--- src/htc_pkg.sv ---
// Field layout, encodings and carriers of the host translation control
package htc_pkg;

  // ==========================================================
  // Register geometry
  localparam int REG_W = 64;
  // Writable bits 42..0 except reserved bits 35 and 6
  localparam logic [63:0] WRITE_MASK   = 64'h0000_07F7_FFFF_FFBF;
  localparam logic [63:0] RESET_VALUE  = 64'h0000_0000_0000_0000;

  // ==========================================================
  // Field positions
  localparam int POS_UPPER_HPD   = 42;
  localparam int POS_LOWER_HPD   = 41;
  localparam int POS_DIRTY_EN    = 40;
  localparam int POS_AF_EN       = 39;
  localparam int POS_UPPER_TBI   = 38;
  localparam int POS_LOWER_TBI   = 37;
  localparam int POS_ID_WIDTH    = 36;
  localparam int POS_IPS_LO      = 32;
  localparam int POS_UPPER_TG_LO = 30;
  localparam int POS_UPPER_SH_LO = 28;
  localparam int POS_UPPER_OC_LO = 26;
  localparam int POS_UPPER_IC_LO = 24;
  localparam int POS_UPPER_EPD   = 23;
  localparam int POS_ASID_SEL    = 22;
  localparam int POS_UPPER_SZ_LO = 16;
  localparam int POS_LOWER_TG_LO = 14;
  localparam int POS_LOWER_SH_LO = 12;
  localparam int POS_LOWER_OC_LO = 10;
  localparam int POS_LOWER_IC_LO = 8;
  localparam int POS_LOWER_EPD   = 7;
  localparam int POS_LOWER_SZ_LO = 0;

  // ==========================================================
  // Address tag and ASID geometry
  localparam int TAG_HI       = 63;
  localparam int TAG_LO       = 56;
  localparam int TAG_SEL_BIT  = 55;
  localparam int ASID_W       = 16;
  localparam int ASID_NARROW  = 8;
  localparam logic [6:0] VA_FULL_BITS = 7'h40;

  // ==========================================================
  // Physical size encodings and widths in bits
  localparam logic [2:0] IPS_32 = 3'h0;
  localparam logic [2:0] IPS_36 = 3'h1;
  localparam logic [2:0] IPS_40 = 3'h2;
  localparam logic [2:0] IPS_42 = 3'h3;
  localparam logic [2:0] IPS_44 = 3'h4;
  localparam logic [5:0] PA_BITS_32 = 6'h20;
  localparam logic [5:0] PA_BITS_36 = 6'h24;
  localparam logic [5:0] PA_BITS_40 = 6'h28;
  localparam logic [5:0] PA_BITS_42 = 6'h2A;
  localparam logic [5:0] PA_BITS_44 = 6'h2C;
  localparam logic [5:0] PA_BITS_48 = 6'h30;

  // Granule encodings of each region
  localparam logic [1:0] LOWER_TG_4K  = 2'h0;
  localparam logic [1:0] LOWER_TG_64K = 2'h1;
  localparam logic [1:0] LOWER_TG_16K = 2'h2;
  localparam logic [1:0] UPPER_TG_16K = 2'h1;
  localparam logic [1:0] UPPER_TG_4K  = 2'h2;
  localparam logic [1:0] UPPER_TG_64K = 2'h3;

  // Shareability encodings
  localparam logic [1:0] SH_NON   = 2'h0;
  localparam logic [1:0] SH_OUTER = 2'h2;
  localparam logic [1:0] SH_INNER = 2'h3;

  // ==========================================================
  // Decoded types
  typedef enum logic [1:0] {
    HTC_GRAN_4K,
    HTC_GRAN_16K,
    HTC_GRAN_64K
  } htc_granule_type;

  typedef enum logic [1:0] {
    HTC_SHARE_NON,
    HTC_SHARE_OUTER,
    HTC_SHARE_INNER
  } htc_share_type;

  typedef enum logic [1:0] {
    HTC_CACHE_NC,
    HTC_CACHE_WBWA,
    HTC_CACHE_WT,
    HTC_CACHE_WBNWA
  } htc_cache_type;

  // Walk attributes of one region
  typedef struct packed {
    htc_granule_type granule;
    htc_share_type   share;
    htc_cache_type   outer_cache;
    htc_cache_type   inner_cache;
    logic [6:0]      size_log2;
    logic            hier_perm_disable;
    logic            walk_disable;
    logic            top_byte_ignore;
  } htc_walk_attr_type;

  // Regime-wide controls
  typedef struct packed {
    logic       access_flag_update_en;
    logic       dirty_state_hw_en;
    logic       wide_asid;
    logic [5:0] pa_bits;
  } htc_regime_type;

endpackage

--- src/htc_pc_tag_fix.sv ---
// Program counter top-byte fixup for tagged target addresses
`timescale 1ns/10ps
`default_nettype none

module htc_pc_tag_fix (
  input  wire logic [63:0] target_i,      // Branch or exception target
  input  wire logic        lower_tbi_i,   // Lower region tag ignore
  input  wire logic        upper_tbi_i,   // Upper region tag ignore
  output logic      [63:0] pc_value_o     // Value to load into the PC
);

  // ==========================================================
  // Tag byte forced from bit 55 when that region ignores tags
  always_comb begin
    pc_value_o = target_i;
    if (target_i[htc_pkg::TAG_SEL_BIT] && upper_tbi_i) begin
      pc_value_o[htc_pkg::TAG_HI:htc_pkg::TAG_LO] = 8'hFF;
    end else if (!target_i[htc_pkg::TAG_SEL_BIT] && lower_tbi_i) begin
      pc_value_o[htc_pkg::TAG_HI:htc_pkg::TAG_LO] = 8'h00;
    end
  end

endmodule

`default_nettype wire

--- src/htc_ctrl.sv ---
// Host translation control register with decode and lookup support
`timescale 1ns/10ps
`default_nettype none

module htc_ctrl #(
  parameter bit HAS_ACCESS_FLAG = 1'b1,  // Access-flag update implemented
  parameter bit HAS_DIRTY_STATE = 1'b1,  // Dirty-state management implemented
  parameter bit HAS_WIDE_ASID   = 1'b1,  // 16-bit ASIDs implemented
  parameter bit HAS_GRAN_16K    = 1'b1,  // 16KB granule implemented
  parameter bit HAS_GRAN_64K    = 1'b1   // 64KB granule implemented
) (
  input  wire logic                  mclk_i,              // Clock
  input  wire logic                  reset_i,             // Async reset
  input  wire logic                  host_extension_ctrl_i, // Host layout on
  input  wire logic                  sreg_wr_i,           // Register write
  input  wire logic [63:0]           sreg_wdata_i,        // Write data
  output logic      [63:0]           sreg_rdata_o,        // Read data
  input  wire logic [15:0]           lower_asid_i,        // Lower base ASID
  input  wire logic [15:0]           upper_asid_i,        // Upper base ASID
  output logic      [15:0]           active_asid_o,       // ASID for TLB
  input  wire logic                  lookup_valid_i,      // Lookup request
  input  wire logic [63:0]           lookup_addr_i,       // Lookup address
  input  wire logic                  lookup_miss_i,       // TLB missed
  output logic                       lookup_done_o,       // Lookup answer
  output logic                       lookup_upper_o,      // Upper region
  output logic      [63:0]           match_addr_o,        // Address to match
  output logic                       walk_req_o,          // Start walk
  output logic                       trans_fault_o,       // Translation fault
  output htc_pkg::htc_walk_attr_type walk_attr_o,         // Region attributes
  output htc_pkg::htc_regime_type    regime_o,            // Regime controls
  input  wire logic                  pc_load_i,           // PC load request
  input  wire logic [63:0]           pc_target_i,         // PC target
  output logic                       pc_load_o,           // PC load strobe
  output logic      [63:0]           pc_value_o           // Fixed PC value
);

  // ==========================================================
  // Parameter checks
  // Ports are fixed at 64 and 16 bits; package geometry must agree
  if (htc_pkg::REG_W != 64 || htc_pkg::ASID_W != 16) begin : g_bad_cfg
    $error("register or ASID width differs from the port widths");
  end


  // ==========================================================
  // Implemented-bit mask
  logic [63:0] impl_mask;

  // Optional bits dropped from the writable set
  always_comb begin
    impl_mask = htc_pkg::WRITE_MASK;
    impl_mask[htc_pkg::POS_AF_EN]    = HAS_ACCESS_FLAG;
    impl_mask[htc_pkg::POS_DIRTY_EN] = HAS_DIRTY_STATE;
    impl_mask[htc_pkg::POS_ID_WIDTH] = HAS_WIDE_ASID;
  end

  // ==========================================================
  // Control register
  logic [63:0] ctrl_q;
  logic [63:0] ctrl_d;

  // Masked write; readback keeps programmed granule values
  always_comb begin
    ctrl_d = ctrl_q;
    if (sreg_wr_i) begin
      ctrl_d = sreg_wdata_i & impl_mask;
    end
  end

  always_ff @(posedge mclk_i or posedge reset_i) begin
    if (reset_i) begin
      ctrl_q <= htc_pkg::RESET_VALUE;
    end else begin
      ctrl_q <= ctrl_d;
    end
  end

  assign sreg_rdata_o = ctrl_q;

  // ==========================================================
  // Field extraction
  logic [1:0] upper_tg;
  logic [1:0] lower_tg;
  logic [1:0] upper_sh;
  logic [1:0] lower_sh;
  logic [2:0] intermediate_phys_size;

  assign upper_tg = ctrl_q[htc_pkg::POS_UPPER_TG_LO +: 2];
  assign lower_tg = ctrl_q[htc_pkg::POS_LOWER_TG_LO +: 2];
  assign upper_sh = ctrl_q[htc_pkg::POS_UPPER_SH_LO +: 2];
  assign lower_sh = ctrl_q[htc_pkg::POS_LOWER_SH_LO +: 2];
  assign intermediate_phys_size      = ctrl_q[htc_pkg::POS_IPS_LO +: 3];

  // ==========================================================
  // Decode helpers
  function automatic htc_pkg::htc_granule_type gran_fit(
    input htc_pkg::htc_granule_type want
  );
    gran_fit = want;
    if ((want == htc_pkg::HTC_GRAN_16K && !HAS_GRAN_16K) ||
        (want == htc_pkg::HTC_GRAN_64K && !HAS_GRAN_64K)) begin
      gran_fit = htc_pkg::HTC_GRAN_4K;
    end
  endfunction

  function automatic htc_pkg::htc_share_type share_dec(
    input logic [1:0] code
  );
    if (code == htc_pkg::SH_OUTER) begin
      share_dec = htc_pkg::HTC_SHARE_OUTER;
    end else if (code == htc_pkg::SH_INNER) begin
      share_dec = htc_pkg::HTC_SHARE_INNER;
    end else begin
      share_dec = htc_pkg::HTC_SHARE_NON;
    end
  endfunction

  function automatic logic [6:0] size_dec(input logic [5:0] offset);
    size_dec = htc_pkg::VA_FULL_BITS - {1'b0, offset};
  endfunction

  // ==========================================================
  // Per-region attribute decode
  htc_pkg::htc_walk_attr_type upper_attr;
  htc_pkg::htc_walk_attr_type lower_attr;
  htc_pkg::htc_granule_type   upper_gran;
  htc_pkg::htc_granule_type   lower_gran;

  // Granule codes differ between the two regions
  always_comb begin
    case (upper_tg)
      htc_pkg::UPPER_TG_16K: upper_gran = htc_pkg::HTC_GRAN_16K;
      htc_pkg::UPPER_TG_4K:  upper_gran = htc_pkg::HTC_GRAN_4K;
      htc_pkg::UPPER_TG_64K: upper_gran = htc_pkg::HTC_GRAN_64K;
      default:               upper_gran = htc_pkg::HTC_GRAN_4K;
    endcase
    case (lower_tg)
      htc_pkg::LOWER_TG_4K:  lower_gran = htc_pkg::HTC_GRAN_4K;
      htc_pkg::LOWER_TG_64K: lower_gran = htc_pkg::HTC_GRAN_64K;
      htc_pkg::LOWER_TG_16K: lower_gran = htc_pkg::HTC_GRAN_16K;
      default:               lower_gran = htc_pkg::HTC_GRAN_4K;
    endcase
  end

  // Attribute bundles for each region
  always_comb begin
    upper_attr.granule     = gran_fit(upper_gran);
    upper_attr.share       = share_dec(upper_sh);
    upper_attr.outer_cache = htc_pkg::htc_cache_type'(
      ctrl_q[htc_pkg::POS_UPPER_OC_LO +: 2]);
    upper_attr.inner_cache = htc_pkg::htc_cache_type'(
      ctrl_q[htc_pkg::POS_UPPER_IC_LO +: 2]);
    upper_attr.size_log2   = size_dec(
      ctrl_q[htc_pkg::POS_UPPER_SZ_LO +: 6]);
    upper_attr.hier_perm_disable = ctrl_q[htc_pkg::POS_UPPER_HPD];
    upper_attr.walk_disable      = ctrl_q[htc_pkg::POS_UPPER_EPD];
    upper_attr.top_byte_ignore   = ctrl_q[htc_pkg::POS_UPPER_TBI];
    lower_attr.granule     = gran_fit(lower_gran);
    lower_attr.share       = share_dec(lower_sh);
    lower_attr.outer_cache = htc_pkg::htc_cache_type'(
      ctrl_q[htc_pkg::POS_LOWER_OC_LO +: 2]);
    lower_attr.inner_cache = htc_pkg::htc_cache_type'(
      ctrl_q[htc_pkg::POS_LOWER_IC_LO +: 2]);
    lower_attr.size_log2   = size_dec(
      ctrl_q[htc_pkg::POS_LOWER_SZ_LO +: 6]);
    lower_attr.hier_perm_disable = ctrl_q[htc_pkg::POS_LOWER_HPD];
    lower_attr.walk_disable      = ctrl_q[htc_pkg::POS_LOWER_EPD];
    lower_attr.top_byte_ignore   = ctrl_q[htc_pkg::POS_LOWER_TBI];
  end

  // ==========================================================
  // Regime-wide controls
  logic [5:0] pa_bits;

  // Physical size decode, reserved codes as widest
  always_comb begin
    case (intermediate_phys_size)
      htc_pkg::IPS_32: pa_bits = htc_pkg::PA_BITS_32;
      htc_pkg::IPS_36: pa_bits = htc_pkg::PA_BITS_36;
      htc_pkg::IPS_40: pa_bits = htc_pkg::PA_BITS_40;
      htc_pkg::IPS_42: pa_bits = htc_pkg::PA_BITS_42;
      htc_pkg::IPS_44: pa_bits = htc_pkg::PA_BITS_44;
      default:         pa_bits = htc_pkg::PA_BITS_48;
    endcase
  end

  // Access-flag and dirty-state controls gated by the host layout select; ASID width and PA size are not
  always_comb begin
    regime_o.access_flag_update_en = host_extension_ctrl_i &
      ctrl_q[htc_pkg::POS_AF_EN];
    regime_o.dirty_state_hw_en = host_extension_ctrl_i &
      ctrl_q[htc_pkg::POS_DIRTY_EN] & ctrl_q[htc_pkg::POS_AF_EN];
    regime_o.wide_asid = ctrl_q[htc_pkg::POS_ID_WIDTH];
    regime_o.pa_bits   = pa_bits;
  end

  // ==========================================================
  // Active ASID for TLB allocation and matching
  logic [15:0] asid_sel;

  always_comb begin
    asid_sel = ctrl_q[htc_pkg::POS_ASID_SEL] ? upper_asid_i
                                             : lower_asid_i;
    active_asid_o = asid_sel;
    if (!ctrl_q[htc_pkg::POS_ID_WIDTH]) begin
      active_asid_o[htc_pkg::ASID_W-1:htc_pkg::ASID_NARROW] = 8'h00;
    end
  end

  // ==========================================================
  // Lookup stage: region select, tag strip, walk or fault
  logic        done_q;
  logic        done_d;
  logic        upper_q;
  logic        upper_d;
  logic        walk_q;
  logic        walk_d;
  logic        fault_q;
  logic        fault_d;
  logic [63:0] match_q;
  logic [63:0] match_d;
  htc_pkg::htc_walk_attr_type attr_q;
  htc_pkg::htc_walk_attr_type attr_d;

  // Tag ignore applies with or without the regime enabled
  always_comb begin
    upper_d = lookup_addr_i[htc_pkg::TAG_SEL_BIT];
    attr_d  = upper_d ? upper_attr : lower_attr;
    match_d = lookup_addr_i;
    if (attr_d.top_byte_ignore) begin
      match_d[htc_pkg::TAG_HI:htc_pkg::TAG_LO] =
        {8{upper_d}};
    end
    done_d  = lookup_valid_i & host_extension_ctrl_i;
    walk_d  = done_d & lookup_miss_i & !attr_d.walk_disable;
    fault_d = done_d & lookup_miss_i & attr_d.walk_disable;
  end

  always_ff @(posedge mclk_i or posedge reset_i) begin
    if (reset_i) begin
      done_q  <= 1'b0;
      upper_q <= 1'b0;
      walk_q  <= 1'b0;
      fault_q <= 1'b0;
      match_q <= '0;
      attr_q  <= '0;
    end else begin
      done_q  <= done_d;
      upper_q <= upper_d;
      walk_q  <= walk_d;
      fault_q <= fault_d;
      match_q <= match_d;
      attr_q  <= attr_d;
    end
  end

  assign lookup_done_o  = done_q;
  assign lookup_upper_o = upper_q;
  assign walk_req_o     = walk_q;
  assign trans_fault_o  = fault_q;
  assign match_addr_o   = match_q;
  assign walk_attr_o    = attr_q;

  // ==========================================================
  // PC load fixup, independent of regime enable
  logic [63:0] pc_fixed;
  logic        pc_load_q;
  logic        pc_load_d;
  logic [63:0] pc_value_q;
  logic [63:0] pc_value_d;

  htc_pc_tag_fix u_pc_fix (
    .target_i    (pc_target_i),
    .lower_tbi_i (ctrl_q[htc_pkg::POS_LOWER_TBI]),
    .upper_tbi_i (ctrl_q[htc_pkg::POS_UPPER_TBI]),
    .pc_value_o  (pc_fixed)
  );

  // Hold the last fixed value between loads
  always_comb begin
    pc_load_d  = pc_load_i;
    pc_value_d = pc_load_i ? pc_fixed : pc_value_q;
  end

  always_ff @(posedge mclk_i or posedge reset_i) begin
    if (reset_i) begin
      pc_load_q  <= 1'b0;
      pc_value_q <= '0;
    end else begin
      pc_load_q  <= pc_load_d;
      pc_value_q <= pc_value_d;
    end
  end

  assign pc_load_o  = pc_load_q;
  assign pc_value_o = pc_value_q;

endmodule

`default_nettype wire

--- config.mk ---
export PLATFORM = sky130hd
export DESIGN_NAME = htc_ctrl
export DESIGN_NICKNAME = d
export VERILOG_FILES = /design/src/htc_pkg.sv /design/src/htc_pc_tag_fix.sv /design/src/htc_ctrl.sv
export SDC_FILE = /design/constraint.sdc
export NUM_CORES = 1
export LEC_CHECK = 0
export BUFFER_PORTS_ARGS = -buffer_cell sky130_fd_sc_hd__buf_2
export CORE_AREA = 8 8 179 181
export CTS_CLUSTER_DIAMETER = 30
export DETAILED_ROUTE_END_ITERATION = 8
export DIE_AREA = 0 0 187 189
export GPL_TIMING_DRIVEN = 1
export MAX_ROUTING_LAYER = met4
export PLACE_DENSITY = 0.55
export SYNTH_ARGS = -nofsm -noshare
export SYNTH_HDL_FRONTEND = slang
export SYNTH_SLANG_ARGS = --single-unit
--- constraint.sdc ---
create_clock -name mclk_i -period 13.22 [get_ports mclk_i]
set_input_delay 0.661 -clock mclk_i [delete_from_list [all_inputs] [get_ports mclk_i]]
set_output_delay 0.661 -clock mclk_i [all_outputs]
set_load 0.02 [all_outputs]
* Word-level counts from Yosys, hierarchy flattened
Index checks and enable logic that the tools add are counted.
** Cells by class
- Div/mod/pow operators :: 0
- Order comparisons :: 0
- $mul :: 0
- Reductions and logical operators :: 5
- Add/sub/neg operators :: 2
- Shifts and indexed selects :: 0
- Equality and inequality tests :: 12
- Bitwise gates (word level) :: 7
- Mux-type cells :: 13
** Operator list (number)
- $mux 8 :: 4
- $pmux 5 s5 :: 1
- $mux 18 :: 1
- $mux 16 :: 1
- $sub 7x6->7 const A :: 2
- $eq 2x2->1 const B :: 6
- $mux 2 :: 4
- $pmux 2 s2 :: 2
- $and 1x1->1 :: 7
- $eq 3x2->1 const B :: 2
- $eq 2x1->1 const B :: 2
- $eq 3x1->1 const B :: 1
- $eq 3x3->1 const B :: 1
- $logic_not 3->1 :: 1
- $logic_and 1x1->1 :: 2
- $logic_not 1->1 :: 2
** Word-level totals
- Bits in latches :: 0
- Register bits :: 192
- ROM bits :: 0
- Memories :: 0
- RAM bits :: 0

* Longest topological paths before layout
- Depth in word-level cells :: 6
- Gate-level depth with buffers :: 6
- Mapped depth without buffers :: 4

* Hierarchy
A second synthesis with hierarchy kept.
** Unflattened totals
- Cell total of the unflattened synthesis :: 531
- Area, all modules :: 7593.5 µm²
** Modules (own cells, without submodules)
- htc_ctrl :: area an instance 7063.0 µm², instances 1, cells each 451, sequential area each 4779.6 µm²
- htc_pc_tag_fix :: area an instance 530.5 µm², instances 1, cells each 80, sequential area each 0.0 µm²

* Worst setup path before layout
OpenSTA, ideal clock, no wires.
- Path type :: reg-to-output
- From :: reg ctrl_q[22], in the netlist sreg_rdata_o[22]
- To :: out active_asid_o[14]
- Path slack :: 11.322 ns
- Stages on the path, launching flop included :: 5
- Data required time :: 12.559 ns
- Arrival :: 1.237 ns
- Cells stage by stage :: dfrtp_1 buf_4 buf_4 mux2i_1 nor2b_1
** Between the ends
- Longest elaborated chain between the ends :: 2
** Ends and longest elaborated chain
- from (decl) :: line htc_ctrl.sv:59 : logic [63:0] ctrl_q;
- from (signal assigned) :: line htc_ctrl.sv:72 : ctrl_q <= htc_pkg::RESET_VALUE;
- from (signal assigned) :: line htc_ctrl.sv:74 : ctrl_q <= ctrl_d;
- $mux 16 :: line htc_ctrl.sv:202 : asid_sel = ctrl_q[htc_pkg::POS_ASID_SEL] ? upper_asid_i
- $mux 8 :: line htc_ctrl.sv:205 : if (!ctrl_q[htc_pkg::POS_ID_WIDTH]) begin
- to (decl) :: line htc_ctrl.sv:20 : output logic [15:0] active_asid_o,
Every way passes these cells.

* Final worst setup path
- From :: reg ctrl_q[22], in the netlist sreg_rdata_o[22]
- To :: out active_asid_o[4]
** Between the ends
- Longest elaborated chain between the ends :: 1
** Ends and longest elaborated chain (line)
- $mux 16 :: htc_ctrl.sv:202
Every way passes these cells.

==> results.md <==
* Leak Pwr at 5.097 nW
* Min cycle time layout at 2.518 ns
* Post-synthesis cell type count at 32
* Num ports at 471
* Top FF cell, synth: dfrtp_1
* Mapped cell area at 7143 um2
* Type of the worst min-delay path: in -> reg
* DRC Markers at 0
* Pre-CTS setup slack at 10.76 ns
* Crit Reg-Reg Startpoint: sreg_rdata_o[38]
* Pin count of the biggest net entering global routing at 120
* Area Overhead vs Synth at 41.23%
* Worst skew pair latency at 0.44 ns
* Hold Path Depth at 1
* Initial core utilization at 0.2443
* Number of global-route vias before repair at 5,747
* Crit-path max FO at 18
* Final Hold Fails at 0
* Final WS setup at 10.70 ns
* Drt pass-1 iters at 4
* Row count at 63
* Core box area at 29,240 um2
* Clock sink count at 191
* Routed WL per cell at 17.81 um
* CTS tree: yes
* Status: finished, final reports clean
* Nets at 1,122
* Clock root cell: clkbuf_16
* Hold slack at 0.3258 ns
* Fillers at 2,967
* Ys async rst share at 1.000
* PD cells at 144.3 nW/um2
* Ranking of synthesized cells by area: dfrtp_1, mux2_2, buf_4
* Routed Antenna Nets at 0
* Via/cell ratio at 3.942
* First-pass GRT wire length at 34,730 um
* RR Endpoint: pc_value_o[61]
* Final setup fails at 0
* Via count at 5,097
* Ys Warns at 0
* Die H at 189 um
* Total CTS buffers at 17
* Hold buffers post-CTS at 0
* Total grt overflow at 0
* DR iter-0 viols at 85
* Min-delay src: lookup_addr_i[26]
* DP Wirelength at 18,050 um
* Cell taking the most area after synthesis: dfrtp_1
* Die ar. at 35,340 um2
* Number of synthesized flops with an enable pin at 0
* Share of layout cells above drive strength 1 at 0.6312
* Worst Setup Start Kind: flip-flop
* Hold EP: match_addr_o[26]
* Post-CTS Resized at 0
* TNS Setup at 0 ns
* GRT Overall Usage at 0.1315
* Drt total wl at 23,030 um
* RSZ-0062 raised after global routing: no
* Most common cell after layout, fill and taps aside: buf_2
* Actual slew at the worst max-slew pin at 0.9270 ns
* Setup Skew at 0.01550 ns
* Flop2flop setup slack at 11.73 ns
* Antenna cell count at 0
* Post-CTS Setup Inserts at 0
* Die X-Extent at 187 um
* Max Root-Sink Buffers at 2
* Fin. max-slew vios at 0
* Syn avg cell area at 15.04 um2
* RePlAce Congestion at 0.7503
* Most frequent cells in the layout: buf_2, dfrtp_1, mux2_2
* Cell count of the worst reg-to-reg path at 3
* Pwr Total at 1.456 mW
* Crit end category: output pin
* Setup CP Type: reg -> out
* Max IR drop VDD at 0.06028 mV
* Synthesized netlist cell count at 475
* Data required, critical path at 12.56 ns
* Arrival @ worst endpoint at 1.86 ns
* Relative slew slack at 0.3820
* FF+latch count, synth at 191
* Max cap viols at 0
* Sequential-to-total area share from yosys stat at 0.6691
* Period utilization at 0.1904
* Max Clock Freq at 0.3972 GHz
* Multi-input gate area at 2007 um2
* Htree depth at 4
* FF/Latch Area at 4780 um2
* Yosys top cell area share at 0.6691
* Clock slew at reported path FFs at 0.09 ns
* IO Port Bufs at 422
* Initial antenna violation count at 0
-- layout make-up --
cell class	instances	share of cell area
clock buffers	19	0.04490
flip-flops and latches	191	0.4738
inverters	21	0.008558
multi-input cells	234	0.1989
repair buffers	425	0.2116
well taps	390	0.04837
clock inverters	13	0.01389
-- critical path, cell delays in order (launching register included) --
cell	delay, ns
dfrtp_1	0.82
mux2_2	0.44
buf_2	0.17
-- power by group --
group / switching, mW / total, mW / internal [mW]
Sequential: 0.0325 / 0.668 / 0.635
Combinational: 0.165 / 0.271 / 0.105
Clock: 0.255 / 0.518 / 0.263
Total: 0.453 / 1.46 / 1.00
-- registers in the layout (all words and copies together), names as in the netlist --
register       cells
match_addr_o      64
pc_value_o        64
sreg_rdata_o      41
walk_attr_o       18
lookup_done_o      1
pc_load_o          1
trans_fault_o      1
walk_req_o         1
-- synthesized netlist by cell type (2+ instances only) --
cell type,instances
conb_1,2
clkbuf_1,5
o21ai_0,27
buf_4,39
dfrtp_1,191
nor3b_1,2
nor3_1,3
and3_1,2
o211ai_1,8
mux2_2,110
nor2b_1,8
buf_6,2
buf_2,6
o32ai_1,2
nor2_1,6
mux2i_1,15
nand2_1,6
inv_1,21
xnor2_1,3
and2_1,2
nand2b_1,3
a21oi_1,2
-- per-layer routing --
metal / part of all wire / track usage / vias to the layer above
met3: 0.074 / 0.04709 / 9
met5: 0 / - / -
li1: - / - / 2390
met1: 0.43 / 0.1540 / 2434
met2: 0.48 / 0.2149 / 264
met4: 0.0078 / 0.03024 / 0
-- logic make-up after synthesis --
kind of cell / synth area share
AO/OA/AOI/OAI: 0.03521
XOR/XNOR: 0.004905
adder cells (fa/ha/maj): 0.001751
buffers and inverters: 0.06201
flip-flops: 0.6691
multiplexers: 0.1944
other: 0.001051
AND/OR/NAND/NOR: 0.03153
-- metrics by stage --
| stage | util | instances | instance area [um2] |
|---|---|---|---|
| after detailed placement | 0.3247 | 1261 | 9495 |
| after CTS | 0.3450 | 1293 | 10090 |
| after global routing | 0.3450 | 1293 | 10090 |
| after floorplan | - | 498 | 7229 |
| final | 0.3450 | 1293 | 10090 |
| after global placement | 0.3247 | 1261 | 9495 |
-- worst max path at each step --
stage                     depth (start not counted)                 to  slack, ns             start
after CTS                                         2   active_asid_o[4]      10.65  sreg_rdata_o[22]
after global placement                            3    match_addr_o[9]      10.74           reset_i
after floorplan                                   1      lookup_done_o       7.36           reset_i
final                                             2   active_asid_o[4]      10.70  sreg_rdata_o[22]
after global routing                              3  active_asid_o[10]      10.56  sreg_rdata_o[22]
after detailed placement                          3    match_addr_o[9]      10.76           reset_i
Power figures use the tool's default switching activity.
